### config.mk
export PLATFORM = sky130hd
export DESIGN_NAME = sacs_sequencer
export DESIGN_NICKNAME = d
export VERILOG_FILES = /design/src/rtl/sacs_sequencer.v
export VERILOG_INCLUDE_DIRS = /design/src /design/src/rtl
export SDC_FILE = /design/constraint.sdc
export NUM_CORES = 1
export LEC_CHECK = 0
export ABC_CLOCK_PERIOD_IN_PS = 3100
export BUFFER_PORTS_ARGS = -buffer_cell sky130_fd_sc_hd__buf_4
export CORE_MARGIN = 5
export CORE_UTILIZATION = 40
export DETAILED_ROUTE_END_ITERATION = 16
export GPL_TIMING_DRIVEN = 0
export SYNTH_ARGS = -nofsm -noshare
export SYNTH_HDL_FRONTEND = slang
export SYNTH_SLANG_ARGS = --single-unit
export TNS_END_PERCENT = 30
### constraint.sdc
create_clock -name sys_clk -period 3.1 [get_ports sys_clk]
set_input_delay 0.62 -clock sys_clk [delete_from_list [all_inputs] [get_ports sys_clk]]
set_output_delay 0.62 -clock sys_clk [all_outputs]
set_load 0.005 [all_outputs]
### src/rtl/sacs_map.vh
/*
 Register map, field positions, reset values and timing counts of the
 converter sequencer. Assumes a 100 MHz system clock and byte addressing.
*/
`ifndef SACS_MAP_VH
`define SACS_MAP_VH

// Register byte offsets
`define SACS_OFS_CTRL 6'h00
`define SACS_OFS_CFG 6'h04
`define SACS_OFS_RES_HI 6'h08
`define SACS_OFS_RES_LO 6'h0C
`define SACS_OFS_IRQ_STAT 6'h10
`define SACS_OFS_IRQ_MASK 6'h14

// Control register fields
`define SACS_CTRL_EN 7
`define SACS_CTRL_TM 6
`define SACS_CTRL_DONE 5
`define SACS_CTRL_ACT 4
`define SACS_CTRL_SRC_HI 3
`define SACS_CTRL_SRC_LO 2
`define SACS_CTRL_LJ 0

// Configuration register fields
`define SACS_CFG_DIV_HI 7
`define SACS_CFG_DIV_LO 3
`define SACS_CFG_GAIN_HI 2
`define SACS_CFG_GAIN_LO 0

// Reset values
`define SACS_CTRL_RST 8'h00
`define SACS_CFG_RST 8'hF8

// Start source codes
`define SACS_SRC_SW 2'b00
`define SACS_SRC_T3 2'b01
`define SACS_SRC_EXT 2'b10
`define SACS_SRC_T2 2'b11

// Timing
`define SACS_CLK_PERIOD_NS 10
`define SACS_MIN_SAMPLE_PERIOD_NS 10000
`define SACS_MIN_SAMPLE_CYCLES ((`SACS_MIN_SAMPLE_PERIOD_NS + `SACS_CLK_PERIOD_NS - 1) / `SACS_CLK_PERIOD_NS)
`define SACS_TRACK_SAR_CLOCKS 2'd3
`define SACS_RES_BITS 10

`endif

### src/rtl/sacs_sequencer.v
/*
 SAR converter sequencer: start source selection, tracking control, bitwise
 successive approximation, result justification, done flag and interrupt,
 with an Avalon-MM slave register file.
 Assumes: timer overflow pulses and standby come from logic on sys_clk; the
 external trigger and comparator come from outside and are synchronised here;
 the comparator settles within one SAR period less two system clocks.
*/
// Decided for this implementation: register access over Avalon-MM and the address map.
// Functional notes
// - Two-bit source field selects one of four start-of-conversion sources.
// - With software source, writing one to active flag starts a conversion.
// - Timer 3 overflow starts a conversion when that source is selected.
// - Rising edge of external trigger starts conversion when selected.
// - Timer 2 overflow starts a conversion when that source is selected.
// - Active flag is one during conversion, zero once it finishes.
// - Active flag falling sets done flag and raises interrupt if enabled.
// - Result in high/low registers, left or right justified by select bit.
// - Tracking mode zero: track continuously whenever not converting.
// - Tracking mode one: track three SAR clocks after start, then convert.
// - Low-power with external source: track while trigger low, convert on rise.
// - Tracking stops while the chip is in standby or sleep.
// - SAR clock is system clock divided by five-bit divider field plus one.
// - Conversion rate limited to at most 100 thousand samples per second.
`include "sacs_map.vh"
`default_nettype none

module sacs_sequencer (
	// Clock and reset
	input wire sys_clk,
	input wire sys_rst,
	// Avalon-MM slave
	input wire [5:0] avs_address,
	input wire avs_read,
	input wire avs_write,
	input wire [31:0] avs_writedata,
	input wire [3:0] avs_byteenable,
	output reg [31:0] avs_readdata,
	output reg avs_waitrequest,
	// Start sources and power state
	input wire timer2_overflow,
	input wire timer3_overflow,
	input wire external_convert_trigger,
	input wire chip_standby,
	// Analog front end
	input wire sar_compare_in,
	output reg sar_track_q,
	output reg [9:0] sar_dac_code_q,
	output reg [2:0] pga_gain_select_q,
	// Interrupt
	output reg irq_q
);

	// One-hot sequencer states
	localparam ST_IDLE = 3'b001;
	localparam ST_TRACK = 3'b010;
	localparam ST_CONV = 3'b100;
	// Reset images and start spacing, cut to register widths on purpose
	localparam [7:0] CTRL_RST = `SACS_CTRL_RST;
	localparam [7:0] CFG_RST = `SACS_CFG_RST;
	localparam integer RATE_CYCLES_I = `SACS_MIN_SAMPLE_CYCLES;
	localparam [9:0] RATE_CYCLES = RATE_CYCLES_I[9:0];

	// Justify a result into the high/low byte pair
	function [15:0] sacs_justify;
		input [9:0] res;
		input lj;
		begin
			if (lj) begin
				sacs_justify = {res, 6'b00_0000};
			end else begin
				sacs_justify = {6'b00_0000, res};
			end
		end
	endfunction

	// Register fields, sequencer state and synchroniser stages
	reg en_q, tm_q, done_q, lj_q;
	reg [1:0] src_q;
	reg [4:0] div_q;
	reg [9:0] result_q;
	reg stat_q, mask_q;
	reg [2:0] state_q;
	reg active_q;
	reg [4:0] div_cnt_q;
	reg [1:0] trk_cnt_q;
	reg [3:0] bit_idx_q;
	reg [9:0] rate_cnt_q;
	reg trig_s1_q, trig_s2_q, trig_s3_q;
	reg cmp_s1_q, cmp_s2_q;

	// Bus decode; a write counts only at its acknowledge edge, so a held request acts once
	wire wr_ack = avs_write & ~avs_waitrequest & avs_byteenable[0];
	wire wr_ctrl = wr_ack & (avs_address == `SACS_OFS_CTRL);
	wire wr_cfg = wr_ack & (avs_address == `SACS_OFS_CFG);
	wire wr_stat = wr_ack & (avs_address == `SACS_OFS_IRQ_STAT);
	wire wr_mask = wr_ack & (avs_address == `SACS_OFS_IRQ_MASK);
	wire trig_rise = trig_s2_q & ~trig_s3_q;
	wire sar_tick = (div_cnt_q == 5'd0);
	wire [15:0] res_pair = sacs_justify(result_q, lj_q);
	wire [7:0] ctrl_rd = {en_q, tm_q, done_q, active_q, src_q, 1'b0, lj_q};

	// Start event selected by the source field
	reg start_evt;
	always @* begin
		case (src_q)
		`SACS_SRC_SW: start_evt = wr_ctrl & avs_writedata[`SACS_CTRL_ACT];
		`SACS_SRC_T3: start_evt = timer3_overflow;
		`SACS_SRC_EXT: start_evt = trig_rise;
		default: start_evt = timer2_overflow;
		endcase
	end

	// Busy conversions, disabled converter and the rate limit all drop starts
	wire start_take = start_evt & en_q & (state_q == ST_IDLE) & (rate_cnt_q == 10'd0);
	wire finish = (state_q == ST_CONV) & sar_tick & (bit_idx_q == 4'd0);

	// Synchronisers: first stage is read only by the second
	// The comparator is treated as asynchronous, so its decision arrives two cycles late
	always @(posedge sys_clk) begin
		if (sys_rst) begin
			trig_s1_q <= 1'b0;
			trig_s2_q <= 1'b0;
			trig_s3_q <= 1'b0;
			cmp_s1_q <= 1'b0;
			cmp_s2_q <= 1'b0;
		end else begin
			trig_s1_q <= external_convert_trigger;
			trig_s2_q <= trig_s1_q;
			trig_s3_q <= trig_s2_q; // Edge history
			cmp_s1_q <= sar_compare_in;
			cmp_s2_q <= cmp_s1_q;
		end
	end

	// Bus handshake: one wait state, then a single ack cycle
	// Read data is captured in the wait cycle and stands until the next read
	always @(posedge sys_clk) begin
		if (sys_rst) begin
			avs_waitrequest <= 1'b1;
			avs_readdata <= 32'h0000_0000;
		end else begin
			avs_waitrequest <= ~((avs_read | avs_write) & avs_waitrequest);
			if (avs_read & avs_waitrequest) begin
				case (avs_address)
				`SACS_OFS_CTRL: avs_readdata <= {24'h00_0000, ctrl_rd};
				`SACS_OFS_CFG: avs_readdata <= {24'h00_0000, div_q, pga_gain_select_q};
				`SACS_OFS_RES_HI: avs_readdata <= {24'h00_0000, res_pair[15:8]};
				`SACS_OFS_RES_LO: avs_readdata <= {24'h00_0000, res_pair[7:0]};
				`SACS_OFS_IRQ_STAT: avs_readdata <= {31'h0000_0000, stat_q};
				`SACS_OFS_IRQ_MASK: avs_readdata <= {31'h0000_0000, mask_q};
				default: avs_readdata <= 32'h0000_0000; // Unmapped reads as zero
				endcase
			end
		end
	end

	// Control and configuration fields
	always @(posedge sys_clk) begin
		if (sys_rst) begin
			en_q <= CTRL_RST[`SACS_CTRL_EN];
			tm_q <= CTRL_RST[`SACS_CTRL_TM];
			src_q <= CTRL_RST[`SACS_CTRL_SRC_HI:`SACS_CTRL_SRC_LO];
			lj_q <= CTRL_RST[`SACS_CTRL_LJ];
			div_q <= CFG_RST[`SACS_CFG_DIV_HI:`SACS_CFG_DIV_LO];
			pga_gain_select_q <= CFG_RST[`SACS_CFG_GAIN_HI:`SACS_CFG_GAIN_LO];
			mask_q <= 1'b0;
		end else begin
			if (wr_ctrl) begin
				en_q <= avs_writedata[`SACS_CTRL_EN];
				tm_q <= avs_writedata[`SACS_CTRL_TM];
				src_q <= avs_writedata[`SACS_CTRL_SRC_HI:`SACS_CTRL_SRC_LO];
				lj_q <= avs_writedata[`SACS_CTRL_LJ];
			end
			if (wr_cfg) begin
				div_q <= avs_writedata[`SACS_CFG_DIV_HI:`SACS_CFG_DIV_LO];
				pga_gain_select_q <= avs_writedata[`SACS_CFG_GAIN_HI:`SACS_CFG_GAIN_LO];
			end
			if (wr_mask) begin
				mask_q <= avs_writedata[0];
			end
		end
	end

	// Done flag and sticky status; a completion beats a same-cycle clear
	// Writing one to the done bit leaves it alone, so a read-modify-write cannot lose it
	always @(posedge sys_clk) begin
		if (sys_rst) begin
			done_q <= 1'b0;
			stat_q <= 1'b0;
			irq_q <= 1'b0;
		end else begin
			if (finish) begin
				done_q <= 1'b1;
			end else if (wr_ctrl & ~avs_writedata[`SACS_CTRL_DONE]) begin
				done_q <= 1'b0;
			end
			if (finish) begin
				stat_q <= 1'b1;
			end else if (wr_stat & avs_writedata[0]) begin
				stat_q <= 1'b0;
			end
			irq_q <= (stat_q | finish) & mask_q & ~(wr_mask & ~avs_writedata[0]);
		end
	end

	// SAR clock divider, realigned on each accepted start
	// Realigning puts the first tick exactly one SAR period after the start
	always @(posedge sys_clk) begin
		if (sys_rst) begin
			div_cnt_q <= 5'd0;
		end else if (start_take | sar_tick) begin
			div_cnt_q <= div_q;
		end else begin
			div_cnt_q <= div_cnt_q - 5'd1;
		end
	end

	// Minimum spacing between starts keeps the sample rate legal
	// Limitation: a start inside the window is dropped, not deferred
	always @(posedge sys_clk) begin
		if (sys_rst) begin
			rate_cnt_q <= 10'd0;
		end else if (start_take) begin
			rate_cnt_q <= RATE_CYCLES - 10'd1;
		end else if (rate_cnt_q != 10'd0) begin
			rate_cnt_q <= rate_cnt_q - 10'd1;
		end
	end

	// Sequencer: idle, timed tracking, bit-by-bit approximation
	always @(posedge sys_clk) begin
		if (sys_rst) begin
			state_q <= ST_IDLE;
			active_q <= 1'b0;
			trk_cnt_q <= 2'd0;
			bit_idx_q <= 4'd0;
			sar_dac_code_q <= 10'h000;
			result_q <= 10'h000;
		end else begin
			case (state_q)
			ST_IDLE: begin
				if (start_take) begin
					active_q <= 1'b1;
					trk_cnt_q <= 2'd0;
					bit_idx_q <= 4'd9;
					// First trial is the mid-scale bit
					sar_dac_code_q <= 10'h200;
					if (tm_q & (src_q != `SACS_SRC_EXT)) begin
						state_q <= ST_TRACK;
					end else begin
						state_q <= ST_CONV;
					end
				end
			end
			ST_TRACK: begin
				// Three SAR ticks of tracking, counted on the realigned divider
				if (sar_tick) begin
					trk_cnt_q <= trk_cnt_q + 2'd1;
					if (trk_cnt_q == `SACS_TRACK_SAR_CLOCKS - 2'd1) begin
						state_q <= ST_CONV;
					end
				end
			end
			ST_CONV: begin
				if (sar_tick) begin
					// Comparator high means the input is at or above the trial code
					if (bit_idx_q == 4'd0) begin
						result_q <= {sar_dac_code_q[9:1], cmp_s2_q};
						sar_dac_code_q <= 10'h000;
						active_q <= 1'b0;
						state_q <= ST_IDLE;
					end else begin
						sar_dac_code_q[bit_idx_q] <= cmp_s2_q;
						sar_dac_code_q[bit_idx_q - 4'd1] <= 1'b1;
						bit_idx_q <= bit_idx_q - 4'd1;
					end
				end
			end
			default: begin
				state_q <= ST_IDLE;
				active_q <= 1'b0;
			end
			endcase
		end
	end

	// Track switch; standby or a disabled converter always holds it open
	always @(posedge sys_clk) begin
		if (sys_rst) begin
			sar_track_q <= 1'b0;
		end else if (~en_q | chip_standby) begin
			sar_track_q <= 1'b0;
		end else if (~tm_q) begin
			sar_track_q <= (state_q == ST_IDLE) & ~start_take;
		end else if (src_q == `SACS_SRC_EXT) begin
			sar_track_q <= (state_q == ST_IDLE) & ~trig_s2_q;
		end else begin
			sar_track_q <= (state_q == ST_TRACK);
		end
	end

endmodule // sacs_sequencer

`default_nettype wire

Word level (Yosys, flattened, before mapping)

Cells that the tools add are included.

Reductions and logical operators: 21
Bitwise operators: 38
$add $sub $neg: 4
Equal/unequal tests: 18
$lt $le $gt $ge: 4
Muxes and demuxes: 39

Operator list:

| cell                                                                   | number |
|---|---|
| 10-bit 2-to-1 mux                                                      | 5 |
| 8-bit one-hot mux with 6 select lines                                  | 1 |
| 1-bit AND                                                              | 23 |
| 10-bit one-hot mux with 2 select lines                                 | 1 |
| 3-bit 2-to-1 mux                                                       | 6 |
| 16-bit 2-to-1 mux                                                      | 1 |
| 6-bit by 4-bit equality test with 1-bit output (second input constant) | 2 |
| 6-bit by 5-bit equality test with 1-bit output (second input constant) | 2 |
| 4-bit 2-to-1 mux                                                       | 3 |
| 2-bit inequality test (second input constant)                          | 6 |
| 1-bit 2-to-1 mux                                                       | 11 |
| 10-bit bitwise mux                                                     | 1 |
| 10-bit zero test                                                       | 1 |
| 4-bit by 5-bit < comparator with 1-bit output (second input constant)  | 2 |
| 1-bit NOT                                                              | 10 |
| 10-bit bitwise OR                                                      | 1 |
| 10-bit nonzero test                                                    | 1 |
| 2-bit nonzero test                                                     | 5 |
| 10-bit by 1-bit subtractor with 10-bit output (second input constant)  | 1 |
| 3-bit one-hot mux with 3 select lines                                  | 1 |
| 3-bit AND reduction                                                    | 3 |
| 1-bit demux with 4-bit select                                          | 2 |
| 4-bit by 1-bit >= comparator with 1-bit output (second input constant) | 2 |
| 4-bit one-hot mux with 2 select lines                                  | 1 |
| 23 further kinds                                                       | 32 |

Word-level logic and storage cells: 151
Register bits: 101
Output and inout port bits: 48
Bits of input ports: 51

Longest topological paths before layout

Gate-level depths: netlist (run 1).

Depth in word-level cells: 12
Mapped depth: 9
Gate-level depth less buffers: 7

Worst setup path after synthesis (run 1)

OpenSTA, ideal clock, no wires.

Path type: input port to flip-flop
Start point: input avs_address[5]
End point: register sar_dac_code_q[3]
Data required time: 2.984 ns
Stages on the path: 5
Data arrival time: 2.117 ns
Buffers on the path: 0
Setup time: 0.116 ns
Path slack: 0.867 ns
Cell sequence: nor4_2 -> a311oi_1 -> nor4_2 -> a21oi_1 -> a31o_2

Cells in the longest elaborated chain, start to end: 9

Ends and longest elaborated chain:

| item                                  | RTL line             | RTL |
|---|---|---|
| start, declared                       | sacs_sequencer.v:33  | `input wire [5:0] avs_address,` |
| 6-bit zero test                       | -                    |  |
| 1-bit AND                             | sacs_sequencer.v:94  | `` wire wr_ctrl = wr_ack & (avs_address == `SACS_OFS_CTRL); `` |
| 1-bit AND                             | sacs_sequencer.v:107 | `` `SACS_SRC_SW: start_evt = wr_ctrl & avs_writedata[`SACS_CTRL_ACT]; `` |
| 1-bit one-hot mux with 3 select lines | sacs_sequencer.v:106 | `case (src_q)` |
| 1-bit AND (3 in series)               | sacs_sequencer.v:115 | `wire start_take = start_evt & en_q & (state_q == ST_IDLE) & (rate_cnt_q == 10'd0);` |
| 2-bit inequality test (no line)       | -                    |  |
| 3-bit AND reduction (no line)         | -                    |  |
| end signal, assigned by index         | sacs_sequencer.v:274 | `sar_dac_code_q[bit_idx_q] <= cmp_s2_q;` |
| end, declared                         | sacs_sequencer.v:48  | `output reg [9:0] sar_dac_code_q,` |

No other way between the ends.
A chain may end at the register's enable or synchronous reset.

Final worst setup path (run 1)

Start point: input avs_address[4]
End point: register sar_dac_code_q[3]

Same word-level chain as after synthesis.

==> results of run 1 <==
per-stage QoR:
stage               worst slack [ns]  hold WS (ns)
floorplan                      0.867         0.414
global placement               0.161         0.420
detailed placement             0.138         0.433
CTS                            0.408         0.400
global route                   0.325         0.392
finish                         0.445         0.424
worst max-delay path: cells and delay by family:
kind / cells / cell delay, ns
AO/OA/AOI/OAI: 3 / 0.95
buffers and inverters: 1 / 0.13
AND/OR/NAND/NOR: 2 / 1.21
sequential cells by signal, indices dropped and copies added, names as in the netlist, 2 cells and up:
name / flops
pga_gain_select_q: 3
rate_cnt_q: 10
state_q: 3
src_q: 2
sar_dac_code_q: 10
result_q: 10
bit_idx_q: 4
div_cnt_q: 5
trk_cnt_q: 2
div_q: 5
avs_readdata: 8
area by class of cell:
class | count | area (sq um) | area share, %
clock inverters | 1 | 5.00 | 0.101
inverters | 17 | 63.8 | 1.29
plain buffers | 53 | 292 | 5.88
clock buffers | 14 | 173 | 3.48
flip-flops and latches | 77 | 1540 | 31.1
repair buffers | 46 | 345 | 6.97
multi-input cells | 368 | 2360 | 47.7
well taps | 136 | 170 | 3.43
layer usage:
layer	vias up	wire, um
li1	1890	-
met1	1851	5180
met2	86	5280
met3	6	613
met4	0	64
met5	-	0
cell families after synthesis:
family	count (synthesis)	share of synthesized area, %
muxes	29	7.08
xor gates and xnor gates	3	0.630
adders and majority gates	8	2.40
DFF	77	37.0
buffers and inverters	70	8.52
AOI/OAI and AO/OA	129	20.8
other	1	0.0899
and+or+nand+nor	175	23.5
synthesized netlist by cell type, drive strengths merged (4+ instances only):
| cell | number | share of area [%] |
|---|---|---|
| a211oi | 14 | 2.5 |
| a21oi | 38 | 4.6 |
| a22o | 7 | 1.5 |
| a22oi | 11 | 2.0 |
| a311oi | 4 | 0.84 |
| and3b | 4 | 0.84 |
| buf | 27 | 4.7 |
| clkbuf | 26 | 2.3 |
| dfxtp | 77 | 37 |
| ha | 8 | 2.4 |
| inv | 17 | 1.5 |
| mux2 | 4 | 1.1 |
| mux2i | 25 | 6.0 |
| nand2 | 36 | 3.2 |
| nand2b | 6 | 0.90 |
| nand3 | 11 | 1.3 |
| nor2 | 44 | 4.0 |
| nor2b | 23 | 3.5 |
| nor3 | 14 | 1.8 |
| nor3b | 5 | 0.90 |
| nor4 | 6 | 1.6 |
| nor4b | 4 | 1.2 |
| o211ai | 5 | 0.90 |
| o21ai | 18 | 2.3 |
| o22ai | 4 | 0.60 |
| o31ai | 8 | 1.4 |
| or3 | 4 | 0.63 |
final timing paths:
path	start	endpoint	slack, ns	cells after the start
min reg2reg	trig_s1_q	trig_s2_q	0.45	1
max	avs_address[4]	sar_dac_code_q[3]	0.45	6
max reg2reg	div_cnt_q[0]	sar_dac_code_q[8]	0.47	6
min	chip_standby	sar_track_q	0.42	2
where the power goes:
part           total (mW)  internal, mW  switching, mW
combinational       0.641         0.286          0.356
clock               0.703         0.352          0.351
sequential           1.15          1.07         0.0852
==> results.md, run 1 <==
- Clock latency on the worst-skew pair, taken at its later pin, is ~0.35 ns.
- For this design, the CTS-stage hold fixing added 0 buffers.
- The first global-routing pass estimated ~18000 um of wire.
- Leaving out fill and tap cells, the most frequent cells in the layout are sky130_fd_sc_hd__dfxtp_1 (77), sky130_fd_sc_hd__buf_4 (70), sky130_fd_sc_hd__nor2_1 (43).
- In this run the most used layer during global routing was met2.
- The actual slew at the worst max-slew pin is approximately 1.1 ns.
- In the final layout, the share of cells above drive strength 1 is between 15 and 20%.
- Traced cell by cell, the critical path runs through buf_4 -> nor4_2 -> a311oi_1 -> nor4_2 -> a21oi_1 -> a31o_2.
- The final cell utilization of the core is between 40% and 50%.
- The largest net degree at the start of global routing is 12.
- The number of enable-type register cells in the synthesized netlist is 0.
- Measured along the y axis, the die boundary spans approximately 110 um.
- Overall power consumption after layout is estimated at between 2 and 2.5 mW.
- The number of clock buffers added by TritonCTS is 9.
- The synthesized instance count is roughly 500.
- After filler insertion, the fill cell instance count of the layout stands at about 1100.
- The global-route total usage across every layer is between 10% and 20%.
- The number of nets in the layout is roughly 630.
- The average instance in the mapped netlist occupies about 8.5 sq um.
- The most used flip-flop cell after synthesis is sky130_fd_sc_hd__dfxtp_1.
- The average routed wire per standard cell is between 15 and 20 um.
- The number of global-route vias before repair is between 3000 and 4000.
- After legalization and detailed placement, the total HPWL measured ~8400 um.
- The post-synthesis async set-or-reset flop share is 0%.
- On the final layout, the worst clock skew is around 0.0088 ns.
- The final cell count without fillers is 712.
- The detailed router placed 3833 vias in this run.
- The classification of the worst-slack hold path is in -> reg.
- Compared with the post-synthesis result, the final layout area differs by 18.8%.
- The critical path's slowest cell is sky130_fd_sc_hd__nor4_2.
- The maximum resistive drop on vdd is roughly 0.38 mV.
- In the routed design, unresolved DRC markers number 0.
- The run finished with clean final reports.
- The kind of critical path is in -> reg.
- The most frequent standard cell in the layout excluding fill and tap cells is sky130_fd_sc_hd__dfxtp_1.
- The number of placed instances, taps included, is approximately 700.
- The total standard cell area after synthesis is approximately 4200 sq um.
- The clock tree synthesis step divided the H-tree into 3 levels.
- The post-route cell area is 4950 sq um.
- The final number of max-transition violations came to 0.
- The maximum root-to-sink buffer count is 2.
- The buffers inserted during post-CTS setup optimization is 0.
- Setup repair after global routing left no endpoint under its margin.
- The post-layout minimum cycle time is around 2.7 ns.
- The count of synthesis-stage warnings from yosys is 0.
- The maximum single-stage delay on the critical path is about 0.67 ns.
- The root buffer cell chosen for the clock tree is sky130_fd_sc_hd__clkbuf_8.
- The starting density of the core is about two fifths.
- The normalized max-slew margin is a little over a quarter.
- The number of antenna diodes in the final layout is 0.
- The number of distinct standard cells referenced by the synthesized netlist is 65.
- The startpoint type of the worst setup path is a primary input.
- The per-cell via count in the routed design is ~5.4.
- For this design the top-level I/O count stands at between 90 and 100.
- The data arrival time of the worst path is 2.91 ns.
- STA classifies the critical path endpoint as a flip-flop.
- The placer's final routability congestion estimate is between 0.8 and 0.9.
- The fraction of the yosys area taken by sequential cells is between 30% and 40%.
- Gates resized during post-CTS repair numbered 0.
- Wires add up to about 11000 um.
- The static power due to leakage is 1.98 nW.
- Clock-pin slew was measured on the worst setup and hold paths at 0.08 ns.
- After the first detailed-routing iteration, the DRC count stood at 294.
- Setup violations remaining at the end of the flow were counted as 0.
- The cell that appears most often on the critical path is sky130_fd_sc_hd__nor4_2.
- For this design, the sink count on the clock tree is 77.
- The total die area is 12600 sq um.
- The row count is 37.
- The TritonCTS clock tree is yes.
- In this run, synthesis produced a sequential element count of 77.
- The met3 track demand over resource is around 4.9%.
- For this run, the top clock speed supported by timing is between 300 and 400 MHz.
- The count of nets left with antenna violations once routing finished came out at 0.
- The met2 layer usage reported by global route is 28.4%.
- Data on the critical path is required at its endpoint by roughly 3.4 ns.
- For this design the ratio of total power to cell area is 504 nW/um^2.
- In the finished design, the share of the clock period the worst path needs comes to 85.6%.
- The accumulated negative setup slack is 0 ns.
- The number of antenna violations at the first check in global routing is 0.
- The leftover overflow at the end of global routing is 0.
- The core box area is about 10000 sq um.
- In this run the worst path has a maximum fanout of 6.
- The first-pass iteration count of the detailed router is 5.
- The count of endpoints failing hold in the final timing report is 0.
- For this run, global-route usage on met1 was measured as 24.4%.
- The max-capacitance violation count is 0.
- The count of buffers added on input and output ports is 46.
- Measured along the x axis, the die boundary spans between 100 and 150 um.
- The post-place instance area is between 4000 and 5000 sq um.
No activity file was read; power rests on OpenSTA's default activity.
==> run 2: changes to the inputs <==
--- a/config.mk
+++ b/config.mk
@@ -12,6 +12,7 @@
 export CORE_UTILIZATION = 40
 export DETAILED_ROUTE_END_ITERATION = 16
 export GPL_TIMING_DRIVEN = 0
+export PLACE_DENSITY_LB_ADDON = 0.1
 export SYNTH_ARGS = -nofsm -noshare
 export SYNTH_HDL_FRONTEND = slang
 export SYNTH_SLANG_ARGS = --single-unit
==> results.md, run 2 (synthesis results as in run 1) <==
- The number of clock sinks is 77 (unchanged).
- The number of fill cells came to 1038 (-1.3%).
- Traced cell by cell, the critical path runs through inv_1 -> ha_1 -> or4b_4 -> nor4_4 -> nor4b_4 -> nor3_2 -> a22o_1.
- The post-cts sizing count is 0 (unchanged).
- The antenna diode count is 0 (unchanged).
- The TritonCTS clock tree is yes.
- The gate family responsible for the most delay along the worst path is simple AND/OR/NAND/NOR gates.
- The first-pass GRT wire length came to 18300 um (+0.15%).
- The placer's final routability congestion estimate is 0.919 (+6.9%).
- The overall power consumption is 2.73 mW (+9.1%).
- The initial detailed-routing violation count is 246 (-16%).
- The post-layout worst setup margin is 0.503 ns (+0.0575 ns).
- The final number of max-transition violations is 0 (unchanged).
- The normalized max-slew margin came to 30.5% (+3.0 points).
- The total of endpoints with negative setup slack in the final report is 0 (unchanged).
- The actual slew at the worst max-slew pin came to 1.03 ns (-0.0449 ns).
- The row count is 37 (unchanged).
- The placed cell count is 697 (unchanged).
- Among all stages on the critical path, the largest delay is contributed by sky130_fd_sc_hd__nor4b_4.
- The depth of the worst hold-timing path came to 2 (unchanged).
- The worst hold-check slack is 0.426 ns (+0.00218 ns).
- The number of buffers added on ports is 46 (unchanged).
- The buffering stage count on the worst path with inverters included is 1 (unchanged).
- In the final layout, the registers with the most flip-flops are rate_cnt_q (10), result_q (10), sar_dac_code_q (10).
- The path class of the tightest hold or removal check is in -> reg.
- The number of global-route vias before repair is 3690 (+2.0%).
- The worst slack after detailed placement is 0.167 ns (+0.0295 ns).
- The accumulated negative setup slack is 0 ns (unchanged).
- The kind of critical path is reg -> reg.
- The static power due to leakage is 2.01 nW (+1.5%).
- The final clock skew came to 0.0105 ns (+0.00171 ns).
- The post-route cell area is 5020 sq um (+1.4%).
- The area added between synthesis and finish is 20.5%.
- The leftover overflow at the end of global routing is 0 (unchanged).
- The final cell utilization of the core is 49.1% (+0.67 points).
- The number of routed nets with antenna violations came to 0 (unchanged).
- The global-route total usage across every layer was 17.6% (-0.13 points).
- The largest driver fanout on the critical path came to 9 (+3).
- The count of endpoints failing hold in the final timing report is 0 (unchanged).
- The post-place instance area is 4770 sq um (unchanged).
- The total I/O pin count was 99 (unchanged).
- Clock tree synthesis selected as its root buffer the cell sky130_fd_sc_hd__clkbuf_8.
- The worst setup path is captured at a flip-flop.
- The maximum resistive drop on vdd is 0.340 mV (-11%).
- The max-capacitance violation count is 0 (unchanged).
- The clock slew seen by the registers of the worst setup and hold paths is 0.09 ns (about the same).
- The number of hold buffers added after CTS is 0 (unchanged).
- The final cell count without fillers came to 714 (+0.28%).
- The HPWL after detailed placement is 8450 um (+0.49%).
- The data arrival time of the worst path is 2.83 ns (-0.08 ns).
- The level count of the clock H-tree is 3 (unchanged).
- The part of the cycle the worst path needs was 83.8% (-1.9 points).
- The TritonCTS buffer count was 9 (unchanged).
- The critical path data required time came to 3.33 ns (-0.02 ns).
- The logic depth of the worst setup path including buffers is 7 (+1).
- The core box area is 10200 sq um (unchanged).
- Setup repair after global routing left no endpoint under its margin.
- The die height is 112 um (unchanged).
- The power density normalized to cell area came to 543 nW/um^2 (+7.6%).
- The post-detailed-route DRC marker count is 0 (unchanged).
- The maximum root-to-sink buffer count is 2 (unchanged).
- The routed wire length is 11000 um (-1.1%).
- The total number of vias is 3809 (-0.63%).
- The average routed wire per standard cell came to 15.4 um (-1.4%).
- The run finished with clean final reports.
- The number of nets in the layout is 632 (+0.16%).
- The buffers inserted during post-CTS setup optimization is 0 (unchanged).
- The clock latency on the worst-skew pair is 0.34 ns (about the same).
- The post-layout minimum cycle time is 2.60 ns (-0.0575 ns).
- The first-pass iteration count of the detailed router is 5 (unchanged).
- The startpoint type of the worst setup path is a flip-flop.
- The maximum clock frequency came to 385 MHz (+2.2%).
- In the layout the commonest cells are sky130_fd_sc_hd__dfxtp_1 (77), sky130_fd_sc_hd__buf_4 (70), sky130_fd_sc_hd__nor2_1 (43).
- The maximum single-stage delay on the critical path is 0.62 ns (-0.05 ns).
- The starting density of the core is 40.7% (unchanged).
- Leaving out fill and tap cells, the most frequent cell in the layout is sky130_fd_sc_hd__dfxtp_1.
- The per-cell via count in the routed design is 5.33 (-0.90%).
- The die width is 112 um (unchanged).
- The number of antenna violations at the first check in global routing is 0 (unchanged).
- The share of layout cells above drive strength 1 is 18.5% (+0.28 points).
- The worst-case reg-to-reg path depth is 7 (+1).
- The total die area is 12600 sq um (unchanged).
- The largest net degree at the start of global routing is 14 (+2).
## run 2: area by class of cell
cell class | count | area (sq um) | area share, %
multi-input cells | 368 | 2360 | 46.9
flip-flops and latches | 77 | 1540 | 30.7
repair buffers | 47 | 350 | 6.97
plain buffers | 53 | 292 | 5.80
well taps | 136 | 170 | 3.39
clock buffers | 11 | 141 | 2.81
clock inverters | 5 | 106 | 2.12
inverters | 17 | 63.8 | 1.27
## run 2: worst paths after layout
check / from / to / slack [ns]
setup / recovery: rate_cnt_q[0] / sar_dac_code_q[2] / 0.50
hold / removal: chip_standby / sar_track_q / 0.43
setup reg to reg: rate_cnt_q[0] / sar_dac_code_q[2] / 0.50
hold reg to reg: trig_s1_q / trig_s2_q / 0.45
## run 2: routing by layer
| metal | share of wire (%) | vias to the layer above | global-route usage (%) |
|---|---|---|---|
| met2 | 46 | 107 | 28.0 |
| met3 | 6.6 | 12 | 4.58 |
| li1 | - | 1906 | - |
| met4 | 0.92 | 0 | 4.01 |
| met1 | 46 | 1784 | 24.0 |
| met5 | 0 | - | 0 |
## run 2: where the power goes
group	total (mW)	internal [mW]	leakage (nW)	switching [mW]
clock network	0.937	0.561	0.120	0.376
logic	0.640	0.287	1.26	0.354
registers	1.15	1.07	0.625	0.0791
total	2.73	1.92	2.01	0.809
## run 2: worst reg2reg max path, cell delays in order, from the launching register on
cell and delay (ns):
sky130_fd_sc_hd__dfxtp_1 0.35, sky130_fd_sc_hd__inv_1 0.07, sky130_fd_sc_hd__ha_1 0.17, sky130_fd_sc_hd__or4b_4 0.48
sky130_fd_sc_hd__nor4_4 0.34, sky130_fd_sc_hd__nor4b_4 0.62, sky130_fd_sc_hd__nor3_2 0.18, sky130_fd_sc_hd__a22o_1 0.27
==> run 3: changes to the inputs <==
--- a/config.mk
+++ b/config.mk
@@ -6,7 +6,7 @@
 export SDC_FILE = /design/constraint.sdc
 export NUM_CORES = 1
 export LEC_CHECK = 0
-export ABC_CLOCK_PERIOD_IN_PS = 3100
+export ABC_CLOCK_PERIOD_IN_PS = 2150
 export BUFFER_PORTS_ARGS = -buffer_cell sky130_fd_sc_hd__buf_4
 export CORE_MARGIN = 5
 export CORE_UTILIZATION = 40
==> constraint.sdc (replaced) <==
create_clock -name sys_clk -period 2.15 [get_ports sys_clk]
set_input_delay 0.43 -clock sys_clk [delete_from_list [all_inputs] [get_ports sys_clk]]
set_output_delay 0.43 -clock sys_clk [all_outputs]
set_load 0.005 [all_outputs]
==> results.md, run 3 (synthesis results as in run 1) <==
- The maximum clock frequency is 449 MHz (+17%).
- The die width was 112 um (unchanged).
- The core box area was 10200 sq um (unchanged).
- The HPWL after detailed placement was 8520 um (+0.93%).
- The total number of vias is 3835 (+0.68%).
- The initial detailed-routing violation count was 165 (-33%).
- The static power due to leakage is 2.07 nW (+3.5%).
- The worst hold-check slack is 0.224 ns (-0.203 ns).
- Relative to the synthesized area, the layout overhead comes to 24.9%.
- The accumulated negative setup slack was -0.591 ns (-0.591 ns).
- The total die area is 12600 sq um (unchanged).
- The max-capacitance violation count came to 0 (unchanged).
- The number of buffers added on ports is 46 (unchanged).
- The actual slew at the worst max-slew pin is 0.683 ns (-0.351 ns).
- Setup repair after global routing could not meet its margin everywhere.
- The total I/O pin count is 99 (unchanged).
- The reported net switching power is 1.28 mW (+58%).
- The share of layout cells above drive strength 1 is 24.6% (+6.1 points).
- The row count is 37 (unchanged).
- The critical path data required time is 2.35 ns (-0.98 ns).
- Leaving out fill and tap cells, the most frequent cells in the layout are sky130_fd_sc_hd__buf_4 (81), sky130_fd_sc_hd__dfxtp_1 (72), sky130_fd_sc_hd__nor2_1 (43).
- The TritonCTS buffer count is 9 (unchanged).
- STA classifies the critical path startpoint as a flip-flop.
- The root cell of the clock tree is sky130_fd_sc_hd__clkbuf_8.
- The internal power consumption was 2.50 mW (+31%).
- The maximum resistive drop on vdd was 0.512 mV (+51%).
- The die height is 112 um (unchanged).
- The number of antenna violations at the first check in global routing is 0 (unchanged).
- The share of power burned in the clock network came to 26.6% (-7.8 points).
- The power share of the sequential group is 44.4% (+2.3 points).
- The clock slew seen by the registers of the worst setup and hold paths was 0.09 ns (about the same).
- The final number of max-transition violations is 0 (unchanged).
- The overall power consumption came to 3.78 mW (+39%).
- The tightest min-delay check is of the in -> reg type.
- The average routed wire per standard cell is 15.9 um (+3.5%).
- The leftover overflow at the end of global routing came to 0 (unchanged).
- The normalized max-slew margin was 54.1% (+24 points).
- The number of fill cells came to 986 (-5.0%).
- The number of routed nets with antenna violations is 0 (unchanged).
- The first-pass iteration count of the detailed router was 5 (unchanged).
- The multi-input logic area is 2510 sq um (+6.5%).
- The register cell area after layout was 1550 sq um (+0.57%).
- The number of global-route vias before repair came to 3732 (+1.1%).
- The post-layout minimum cycle time is 2.23 ns (-0.372 ns).
- The fraction of power consumed by combinational cells is 29.0% (+5.5 points).
- The number of clock sinks is 77 (unchanged).
- The power density normalized to cell area is 726 nW/um^2 (+34%).
- The clock latency on the worst-skew pair is 0.35 ns (about the same).
- The endpoint type of the worst setup path is a flip-flop.
- The most frequent standard cell in the layout excluding fill and tap cells is sky130_fd_sc_hd__buf_4.
- The routed wire length came to 11500 um (+4.7%).
- The checks that failed: setup timing.
- The antenna diode count is 0 (unchanged).
- The part of the cycle the worst path needs is 104% (+20 points).
- The per-cell via count in the routed design was 5.31 (-0.43%).
- The level count of the clock H-tree was 3 (unchanged).
- The data arrival time of the worst path is 2.42 ns (-0.41 ns).
- The count of endpoints failing hold in the final timing report is 0 (unchanged).
- The TritonCTS clock tree is yes.
- The post-detailed-route DRC marker count is 0 (unchanged).
- The final clock skew was 0.0157 ns (+0.00518 ns).
- The largest driver fanout on the critical path was 6 (-3).
- The net switching fraction of the power is 33.8% (+4.1 points).
- The number of nets in the layout is 640 (+1.3%).
- The run finished, with violations left.
- The post-layout worst setup margin came to -0.0757 ns (-0.578 ns).
- The first-pass GRT wire length is 18800 um (+2.8%).
- The total of endpoints with negative setup slack in the final report is 12 (+12).
- The global-route total usage across every layer is 18.1% (+0.56 points).
- The largest registers in the layout are rate_cnt_q (10), result_q (10), sar_dac_code_q (10).
- The placer's final routability congestion estimate came to 0.918 (about the same).
- The largest net degree at the start of global routing is 15 (+1).
- The starting density of the core is 40.7% (unchanged).
- The worst setup path is of the reg -> reg kind.
- The maximum root-to-sink buffer count came to 2 (unchanged).
[run 3: cell count changes in the layout (fill, tap and decap cells not counted), sizes merged]
cell | before | now
buf | 73 | 85
bufinv | 3 | 0
clkbuf | 38 | 33
clkinv | 0 | 2
clkinvlp | 1 | 2
inv | 18 | 19
[run 3: worst paths after layout]
path                            cells after the start  slack [ns]           from           end
worst max-delay path                                5       -0.08  rate_cnt_q[4]  bit_idx_q[3]
worst min-delay path                                2        0.22   chip_standby   sar_track_q
worst max register to register                      5       -0.08  rate_cnt_q[4]  bit_idx_q[3]
worst min register to register                      1        0.44      trig_s1_q     trig_s2_q
[run 3: power groups by stage]
| stage | sequential, mW | clock (mW) | combinational [mW] |
|---|---|---|---|
| after floorplan | 1.67 | 0 | 0.736 |
| after global routing | 1.70 | 1.10 | 1.24 |
| after detailed placement | 1.69 | 0 | 0.935 |
| final | 1.68 | 1.01 | 1.10 |
| after CTS | 1.66 | 1.04 | 0.994 |
| after global placement | 1.69 | 0 | 0.909 |
[run 3: final cells by class]
cell class / instances / share of cell area [%]
inverters: 17 / 1.23
clock buffers: 10 / 2.45
repair buffers: 57 / 8.36
plain buffers: 51 / 5.79
clock inverters: 6 / 0.889
flip-flops and latches: 77 / 29.8
multi-input cells: 368 / 48.2
well taps: 136 / 3.27
[run 3: per-layer routing]
layer	vias up	track usage, %	share of wire (%)
met3	20	4.10	5.1
met2	97	29.6	46
met5	-	0	0
li1	1915	-	-
met4	0	5.85	2.0
met1	1803	23.9	47
[run 3: worst max-delay path, stage by stage (launching register included)]
cell and delay [ns]:
sky130_fd_sc_hd__dfxtp_2 0.35, sky130_fd_sc_hd__or4_4 0.57, sky130_fd_sc_hd__nor4_4 0.35, sky130_fd_sc_hd__or4b_4 0.59
sky130_fd_sc_hd__o21ai_4 0.12, sky130_fd_sc_hd__a221oi_2 0.09
[run 3: per-stage QoR]
| step | util, % | area, sq um | setup slack [ns] | std cells |
|---|---|---|---|---|
| final | 50.9 | 5210 | -0.0757 | 722 |
| after global routing | 50.9 | 5210 | -0.158 | 722 |
| after CTS | 49.7 | 5080 | -0.162 | 717 |
| after detailed placement | 46.8 | 4780 | -0.710 | 697 |
| after global placement | 46.8 | 4780 | -0.656 | 697 |
| after floorplan | - | 4270 | -0.0210 | 515 |
[run 3: what timing repair did]
action,4_1_cts,5_1_grt
pin swaps,12,12
setup buffers,6,5
resized for setup,20,26
hold buffers,0,0
setup endpoints to repair,41,35
